[src/inc/sar_adc_map.vh]
`ifndef SAR_ADC_MAP_VH
`define SAR_ADC_MAP_VH
// ----------------------------------------
// register offsets
// ----------------------------------------
`define ADDR_CTRL 3'h0
`define ADDR_SETUP 3'h1
`define ADDR_RES_HI 3'h2
`define ADDR_RES_LO 3'h3
`define ADDR_FLAGS 3'h4
// ----------------------------------------
// fields and reset values
// ----------------------------------------
`define CTRL_EN_BIT 0
`define CTRL_GO_BIT 1
`define CTRL_RESET 8'h00
`define SETUP_RESET 8'h00
`define FLAG_DONE_BIT 0
`define FLAG_IRQEN_BIT 1
`define CHAN_LAST_PIN 5'h0B
`define CHAN_DAC 5'h1D
`define CHAN_FVR 5'h1F
`define SEL_NONE 4'hF
`define SEL_DAC 4'hC
`define SEL_FVR 4'hD
// ----------------------------------------
// timing
// ----------------------------------------
`define RESULT_BITS 10
`define TAD_HALF_STEPS 23
`define RC_START_DELAY 4
`endif

[src/rtl/sar_adc_sequencer.v]
// Chosen here: the strobed register port and the register offsets.
`timescale 1ns/100ps
`include "sar_adc_map.vh"
// Notes on behaviour
// - converts selected input by successive approximation into ten result bits
// - channel field picks pins 0-11, dac, fixed reference, or nothing
// - three-bit clock select: six divided rates or the rc clock
// - a conversion takes eleven and a half bit periods
// - completion flag sets at every normal end regardless of interrupt enable
// - enabled completion during sleep raises wake
// - enable bit powers the converter
// - writing go starts; go reads one while busy
// - normal end clears go, sets flag, loads result
// - clearing go aborts; unresolved bits copy last decided bit
// - reset clears registers and stops any conversion
// - rc clock delays start until the second instruction tick
// - only the rc clock keeps converting in sleep
// - sleep, rc, no interrupt: power down after end, enable kept
// - sleep on divided clock aborts and powers down, enable kept
// - special event trigger sets go and resets the timer
// - three positive and two negative reference sources
// - positive 00 supply, 10 pin, 11 fixed; negative bit picks pin
// - result left or right justified by justify bit
// - justify one zeroes top six high bits, zero zeroes low six
module sar_adc_sequencer
(
   input wire i_ref_clk,
   input wire i_srst,
   input wire [2:0] i_addr,
   input wire [7:0] i_wdata,
   input wire i_wr,
   input wire i_rd,
   output reg [7:0] o_rdata,
   input wire i_sleep,
   input wire i_rc_tick,
   input wire i_instr_tick,
   input wire i_event_trig,
   input wire i_comp_out,
   output reg [9:0] o_dac_trial,
   output reg [3:0] o_chan_route,
   output reg [1:0] o_pos_ref,
   output reg o_neg_ref_pin,
   output reg o_analog_on,
   output reg o_hold_open,
   output reg o_wake,
   output reg o_timer_clear
);
   // ----------------------------------------
   // registers and state
   // ----------------------------------------
   localparam ST_IDLE = 2'd0;
   localparam ST_WAIT = 2'd1;
   localparam ST_CONV = 2'd2;
   reg [1:0] state;
   reg [7:0] ctrl;
   reg [7:0] setup;
   reg [9:0] result;
   reg [9:0] trial;
   reg [3:0] bit_idx;
   reg [4:0] half_cnt;
   reg [2:0] rc_wait;
   reg [5:0] div_cnt;
   reg done_flag;
   reg irq_en;
   reg pwr_down;
   reg sleep_q1;
   reg sleep_q2;
   reg rc_q1;
   reg rc_q2;
   reg rc_q3;
   reg trig_q1;
   reg trig_q2;
   reg trig_q3;
   wire use_rc = (setup[5:4] == 2'b11);
   wire [2:0] clk_sel = setup[6:4];
   wire sleep_now = sleep_q2;
   wire rc_edge = rc_q2 & ~rc_q3;
   wire trig_edge = trig_q2 & ~trig_q3;
   wire wr_ctrl = i_wr && (i_addr == `ADDR_CTRL);
   // go only sticks when the converter was already on and stays on
   wire go_write = i_wdata[`CTRL_GO_BIT] & i_wdata[`CTRL_EN_BIT] & ctrl[`CTRL_EN_BIT];
   reg half_tick;
   reg [5:0] div_top;
   // ----------------------------------------
   // helpers
   // ----------------------------------------
   // unresolved bits copy the last decided bit
   function [9:0] fill_partial;
      input [9:0] val;
      input [3:0] idx;
      integer k;
      reg last;
      begin
         last = (idx == 4'd9) ? 1'b0 : val[idx + 1];
         fill_partial = val;
         for (k = 0; k < 10; k = k + 1)
            if (k <= idx)
               fill_partial[k] = last;
      end
   endfunction
   // ----------------------------------------
   // input sync and bit clock
   // ----------------------------------------
   always @(posedge i_ref_clk)
   begin
      sleep_q1 <= i_sleep;
      sleep_q2 <= sleep_q1;
      rc_q1 <= i_rc_tick;
      rc_q2 <= rc_q1;
      rc_q3 <= rc_q2;
      trig_q1 <= i_event_trig;
      trig_q2 <= trig_q1;
      trig_q3 <= trig_q2;
   end
   // half bit periods; divided rates count system clocks
   always @*
   begin
      case (clk_sel)
         3'b000: div_top = 6'd0;
         3'b100: div_top = 6'd1;
         3'b001: div_top = 6'd3;
         3'b101: div_top = 6'd7;
         3'b010: div_top = 6'd15;
         3'b110: div_top = 6'd31;
         default: div_top = 6'd0;
      endcase
      half_tick = use_rc ? rc_edge : (div_cnt == div_top);
   end
   always @(posedge i_ref_clk)
   begin
      if (i_srst || state != ST_CONV || half_tick)
         div_cnt <= 6'd0;
      else
         div_cnt <= div_cnt + 6'd1;
   end
   // ----------------------------------------
   // sequencer
   // ----------------------------------------
   always @(posedge i_ref_clk)
   begin
      o_timer_clear <= 1'b0;
      o_wake <= 1'b0;
      if (i_srst)
      begin
         state <= ST_IDLE;
         ctrl <= `CTRL_RESET;
         setup <= `SETUP_RESET;
         result <= 10'h000;
         trial <= 10'h000;
         bit_idx <= 4'd9;
         half_cnt <= 5'd0;
         rc_wait <= 3'd0;
         done_flag <= 1'b0;
         irq_en <= 1'b0;
         pwr_down <= 1'b0;
      end
      else
      begin
         if (i_wr && i_addr == `ADDR_SETUP)
            setup <= {i_wdata[7:4], 1'b0, i_wdata[2:0]};
         if (i_wr && i_addr == `ADDR_FLAGS)
         begin
            irq_en <= i_wdata[`FLAG_IRQEN_BIT];
            if (!i_wdata[`FLAG_DONE_BIT])
               done_flag <= 1'b0;
         end
         if (wr_ctrl)
         begin
            ctrl <= {1'b0, i_wdata[6:2], go_write, i_wdata[`CTRL_EN_BIT]};
            if (!i_wdata[`CTRL_EN_BIT])
               pwr_down <= 1'b0;
         end
         if (!sleep_now)
            pwr_down <= 1'b0;
         if (trig_edge && ctrl[`CTRL_EN_BIT])
         begin
            ctrl[`CTRL_GO_BIT] <= 1'b1;
            o_timer_clear <= 1'b1;
         end
         case (state)
            ST_IDLE:
            begin
               if ((wr_ctrl && go_write) ||
                   (trig_edge && ctrl[`CTRL_EN_BIT]))
               begin
                  rc_wait <= 3'd0;
                  state <= use_rc ? ST_WAIT : ST_CONV;
                  trial <= 10'h200;
                  bit_idx <= 4'd9;
                  half_cnt <= 5'd0;
               end
            end
            ST_WAIT:
            begin
               if (i_instr_tick)
                  rc_wait <= rc_wait + 3'd1;
               if (i_instr_tick && rc_wait == 3'd1)
                  state <= ST_CONV;
            end
            ST_CONV:
            begin
               if (half_tick)
               begin
                  half_cnt <= half_cnt + 5'd1;
                  // decide on the second half of each bit period
                  if (half_cnt[0] && half_cnt >= 5'd3 && half_cnt <= 5'd21)
                  begin
                     // comparator shares our clock; a sync stage would miss the /2 rate
                     trial[bit_idx] <= i_comp_out;
                     if (bit_idx != 4'd0)
                     begin
                        trial[bit_idx - 4'd1] <= 1'b1;
                        bit_idx <= bit_idx - 4'd1;
                     end
                  end
                  if (half_cnt == `TAD_HALF_STEPS - 1)
                  begin
                     result <= trial;
                     ctrl[`CTRL_GO_BIT] <= 1'b0;
                     done_flag <= 1'b1;
                     if (sleep_now && irq_en)
                        o_wake <= 1'b1;
                     if (sleep_now && !irq_en)
                        pwr_down <= 1'b1;
                     state <= ST_IDLE;
                  end
               end
            end
            default: state <= ST_IDLE;
         endcase
         if (state != ST_IDLE)
         begin
            if (wr_ctrl && !i_wdata[`CTRL_GO_BIT])
            begin
               result <= fill_partial(trial, bit_idx);
               state <= ST_IDLE;
            end
            else if (sleep_now && !use_rc)
            begin
               ctrl[`CTRL_GO_BIT] <= 1'b0;
               pwr_down <= 1'b1;
               state <= ST_IDLE;
            end
            if (wr_ctrl && !i_wdata[`CTRL_EN_BIT])
               state <= ST_IDLE;
         end
      end
   end
   // ----------------------------------------
   // analog side outputs
   // ----------------------------------------
   always @(posedge i_ref_clk)
   begin
      if (i_srst)
      begin
         o_dac_trial <= 10'h000;
         o_chan_route <= `SEL_NONE;
         o_pos_ref <= 2'b00;
         o_neg_ref_pin <= 1'b0;
         o_analog_on <= 1'b0;
         o_hold_open <= 1'b0;
      end
      else
      begin
         o_dac_trial <= trial;
         if (ctrl[6:2] <= `CHAN_LAST_PIN)
            o_chan_route <= ctrl[5:2];
         else if (ctrl[6:2] == `CHAN_DAC)
            o_chan_route <= `SEL_DAC;
         else if (ctrl[6:2] == `CHAN_FVR)
            o_chan_route <= `SEL_FVR;
         else
            o_chan_route <= `SEL_NONE;
         o_pos_ref <= setup[1:0];
         o_neg_ref_pin <= setup[2];
         o_analog_on <= ctrl[`CTRL_EN_BIT] & ~pwr_down;
         o_hold_open <= (state == ST_CONV);
      end
   end
   // ----------------------------------------
   // read port
   // ----------------------------------------
   always @(posedge i_ref_clk)
   begin
      if (i_srst)
         o_rdata <= 8'h00;
      else if (i_rd)
      begin
         case (i_addr)
            `ADDR_CTRL: o_rdata <= ctrl;
            `ADDR_SETUP: o_rdata <= setup;
            `ADDR_RES_HI: o_rdata <= setup[7] ? {6'h00, result[9:8]} : result[9:2];
            `ADDR_RES_LO: o_rdata <= setup[7] ? result[7:0] : {result[1:0], 6'h00};
            `ADDR_FLAGS: o_rdata <= {6'h00, irq_en, done_flag};
            default: o_rdata <= 8'h00;
         endcase
      end
      else
         o_rdata <= 8'h00;
   end
endmodule // sar_adc_sequencer

[config.mk]
export PLATFORM = sky130hd
export DESIGN_NAME = sar_adc_sequencer
export DESIGN_NICKNAME = d
export VERILOG_FILES = /design/src/rtl/sar_adc_sequencer.v
export VERILOG_INCLUDE_DIRS = /design/src /design/src/inc
export SDC_FILE = /design/constraint.sdc
export NUM_CORES = 1
export LEC_CHECK = 0
export BUFFER_PORTS_ARGS = -buffer_cell sky130_fd_sc_hd__buf_2
export CAP_MARGIN = 30
export CORE_MARGIN = 4
export CORE_UTILIZATION = 45
export CTS_CLUSTER_SIZE = 16
export DETAILED_ROUTE_END_ITERATION = 10
export GPL_TIMING_DRIVEN = 0
export HOLD_SLACK_MARGIN = 0.02
export PLACE_DENSITY = 0.66
export SYNTH_ARGS = -nofsm -noshare
export SYNTH_HDL_FRONTEND = slang
export SYNTH_SLANG_ARGS = --single-unit
export TNS_END_PERCENT = 1
[constraint.sdc]
create_clock -name i_ref_clk -period 4.2 [get_ports i_ref_clk]
set_input_delay 0.84 -clock i_ref_clk [delete_from_list [all_inputs] [get_ports i_ref_clk]]
set_output_delay 0.84 -clock i_ref_clk [all_outputs]
set_load 0.02 [all_outputs]
==> out/qor.csv <==
stage;metric;value;unit
synth;Synth Register Bits;94;
synth;Primary FF master, synth;dfxtp_1;
clock_tree;cts hold-fix bufs;0;
floorplan;I/O pin count;49;
route;routed length per instance;15.7;um
worst_setup_path;CP arrival;3330;ps
worst_setup_path;critical path type;flip-flop to flip-flop;
job;max cap viols;0;
floorplan;num rows;36;
route;Iter 0 DRT Violations;270;
power;Power Density;315;nW/um^2
place;Post-DP HPWL;8520;um
place;placed inst area;5050;um^2
clock_tree;Reg clk slew, reported paths;90;ps
sta;Hold WS;336;ps
floorplan;core footprint;9910;um^2
power;leakage;2.23;nW
clock_tree;post-CTS sizing;0;
grt;largest net degree at the start of global routing;17;
hold_path;hold endpoint;rc_q2$_DFF_P_;
grt;initial antenna violation count;0;
cells_and_area;non-filler cells, final;721;
sta;Tmin final;3090;ps
route;drt drc;0;
sta;slew margin rel.;0.476;
clock_tree;total CTS buffers;9;
cells_and_area;layout cells sized above 1;0.150;
worst_setup_path;CP max FO;10;
grt;GR Util All Layers;0.198;
sta;Final Cycle Share;0.735;
status;outcome;finished clean;
cells_and_area;Fill cells;926;
power;clock power share;0.401;
sta;fin. max-slew vios;0;
place;placed cells;706;
sta;worst-margin pin slew;781;ps
grt;first-pass GRT wire length;18800;um
synth;area leader, netlist;dfxtp_1;
route;TritonRoute pass-1 iters;5;
synth;Netlist Area Pre-Place;4650;um^2
worst_setup_path;startpoint types;flip-flop;
floorplan;die height;110;um
synth;Syn Nets;563;
synth;Synth Instances;526;
cells_and_area;Net count, final;621;
cells_and_area;area delta synth->final;13.3;%
cells_and_area;Antenna Cells;0;
clock_tree;CTS tree;done;
synth;register area share after synthesis;0.405;
floorplan;Starting Density;0.469;
route;DRT antenna net count;0;
sta;Hold Vio Cnt, Final;0;
floorplan;DIE AREA;12000;um^2
hold_path;worst hold path type;flip-flop to flip-flop;
worst_setup_path;Worst setup EP type;flip-flop;
clock_tree;H-tree levels;3;
route;via count;4008;
power;Seq pwr share;0.548;
grt;Overflow after GRT;0;
hold_path;hold_sp;rc_q1$_DFF_P_;
clock_tree;Setup Fix Bufs, Post-CTS;0;
sta;f_max;0.324;GHz
sta;Final setup viols;0;
power;Comb power frac;0.052;
clock_tree;TritonCTS Sinks;94;
synth;Synth top area share;0.405;
cells_and_area;Final Instance Area;5270;um^2
power;Psw;0.388;mW
power;Int Pwr;1.27;mW
clock_tree;Clock Tree Buf Depth;2;
cells_and_area;FF+latch area;1880;um^2
worst_setup_path;Worst R2R Path Depth;9;
place;port bufs;47;
hold_path;Worst Hold Depth;0;
worst_setup_path;r2r startpoint;bit_idx[0]$_SDFFE_PP1P_;
route;routed wire length;11300;um
floorplan;DIE WIDTH;110;um
worst_setup_path;r2r setup slk;1110;ps
route;drt via density;5.56;
worst_setup_path;CP Data Required Time;4440;ps
power;Max IR drop VDD;0.136;mV
synth;asr flop ratio synth;0;
place;placer congestion estimate;0.897;
clock_tree;Clk Latency, worst-skew pair;360;ps
clock_tree;clock root buffer;clkbuf_8;
synth;Mapped Avg Cell Area;8.83;um^2
grt;number of global-route vias before repair;3851;
synth;EDFF count, synth;0;
synth;synth top area cells;dfxtp_1, mux2i_1, nor2_1, ha_1, a21oi_1;
synth;Distinct cells, synth;68;
synth;Yosys Warn Count;0;
power;switching share of power;0.234;
sta;RSZ-0062 raised after global routing;no;
worst_setup_path;R2R Path End;result[7]$_SDFF_PP0_;
sta;Final Skew;11.5;ps
sta;final setup TNS;0;ps
cells_and_area;Multi-input gate area;2590;um^2
==> per-layer routing <==
| layer | GRT usage | share of wire | vias to the layer above |
|---|---|---|---|
| met5 | 0 | 0 | - |
| met4 | 0.0784 | 0.021 | 0 |
| met3 | 0.0346 | 0.045 | 13 |
| met2 | 0.324 | 0.46 | 94 |
| met1 | 0.260 | 0.47 | 1912 |
| li1 | - | - | 1989 |
==> through the flow <==
step / util / total power, mW / setup slack, ps
floorplan: - / 0.979 / 1360
global placement: 0.509 / 1.01 / 879
detailed placement: 0.509 / 1.01 / 896
CTS: 0.531 / 1.67 / 1160
global route: 0.531 / 1.72 / 863
finish: 0.531 / 1.66 / 1110
==> worst max path at each step <==
| stage | cells past startpoint | start | to |
|---|---|---|---|
| final | 9 | bit_idx[0]$_SDFFE_PP1P_ | result[7]$_SDFF_PP0_ |
| after floorplan | 7 | i_addr[0] | trial[1]$_SDFFE_PP0P_ |
| after detailed placement | 7 | i_addr[0] | trial[2]$_SDFFE_PP0P_ |
| after CTS | 9 | bit_idx[0]$_SDFFE_PP1P_ | result[7]$_SDFF_PP0_ |
| after global placement | 7 | i_addr[0] | trial[2]$_SDFFE_PP0P_ |
| after global routing | 9 | bit_idx[0]$_SDFFE_PP1P_ | result[9]$_SDFF_PP0_ |
==> registers in the layout, summed over array words and instances (netlist names), 2 cells and up <==
| signal | flops |
|---|---|
| rc_wait | 3 |
| o_pos_ref | 2 |
| bit_idx | 4 |
| result | 10 |
| state | 2 |
| half_cnt | 5 |
| trial | 10 |
| o_dac_trial | 10 |
| o_rdata | 8 |
| div_cnt | 6 |
| ctrl | 7 |
| setup | 7 |
| o_chan_route | 4 |
==> cell usage after synthesis, types with 5 or more instances <==
master / instances
nand3b_1: 7
inv_1: 20
and2_1: 8
clkbuf_1: 20
nand2b_1: 7
nor3_1: 15
nand3_1: 12
o211ai_1: 5
ha_1: 17
dfxtp_1: 94
o21ai_0: 16
a31oi_1: 8
a21oi_1: 38
mux2_2: 13
nand2_1: 32
mux2i_1: 38
nor2_1: 69
nor2b_1: 21
xnor2_1: 6
==> cells by family (layout without fill, tap and decap cells) <==
logic type / after synthesis / count (layout) / share of synthesized area
buf+inv: 46 / 108 / 0.0382
fa+ha+maj: 17 / 17 / 0.0458
simple gates: 195 / 195 / 0.210
flops: 94 / 94 / 0.405
compound gates: 112 / 112 / 0.164
mux: 52 / 52 / 0.118
xor+xnor: 10 / 10 / 0.0188
==> power by group through the flow <==
stage | clock, mW | sequential [mW] | combinational [mW]
final | 0.664 | 0.907 | 0.0858
after global routing | 0.717 | 0.909 | 0.0945
after CTS | 0.679 | 0.907 | 0.0861
after detailed placement | 0 | 0.928 | 0.0857
after global placement | 0 | 0.928 | 0.0847
after floorplan | 0 | 0.931 | 0.0485
==> layout by cell type, fill, tap and decap left out, types with 4 or more instances in the layout <==
cell	Yosys	layout
mux2_2	13	13
mux2i_1	38	38
inv_1	20	20
or3_1	4	4
nand2b_1	7	7
buf_2	4	51
nor2b_1	21	21
dfxtp_1	94	94
ha_1	17	17
nand3_1	12	12
nor3_1	15	15
and2_1	8	8
xor2_1	4	4
nor2_1	69	69
a31oi_1	8	8
clkbuf_8	0	9
a211oi_1	4	4
nand3b_1	7	7
o211ai_1	5	5
nand2_1	32	32
xnor2_1	6	6
clkbuf_1	20	20
a21oi_1	38	38
a2111oi_0	4	4
o21ai_0	16	16
==> critical path: stages (launching register included) <==
cell      delay [ps]
dfxtp_1          540
clkbuf_1         430
inv_1            170
ha_1             430
mux4_2           310
and2_1           160
o21ai_0          220
nand3_1          310
o21ai_0          300
a21oi_1           70
==> final cells by class <==
class                   count  area share
plain buffers              26      0.0195
flip-flops and latches     94       0.357
clock buffers               9      0.0235
repair buffers             47      0.0447
multi-input cells         386       0.491
clock inverters             6      0.0178
inverters                  20      0.0143
well taps                 133      0.0316
No activity file was read; power rests on OpenSTA's default activity.
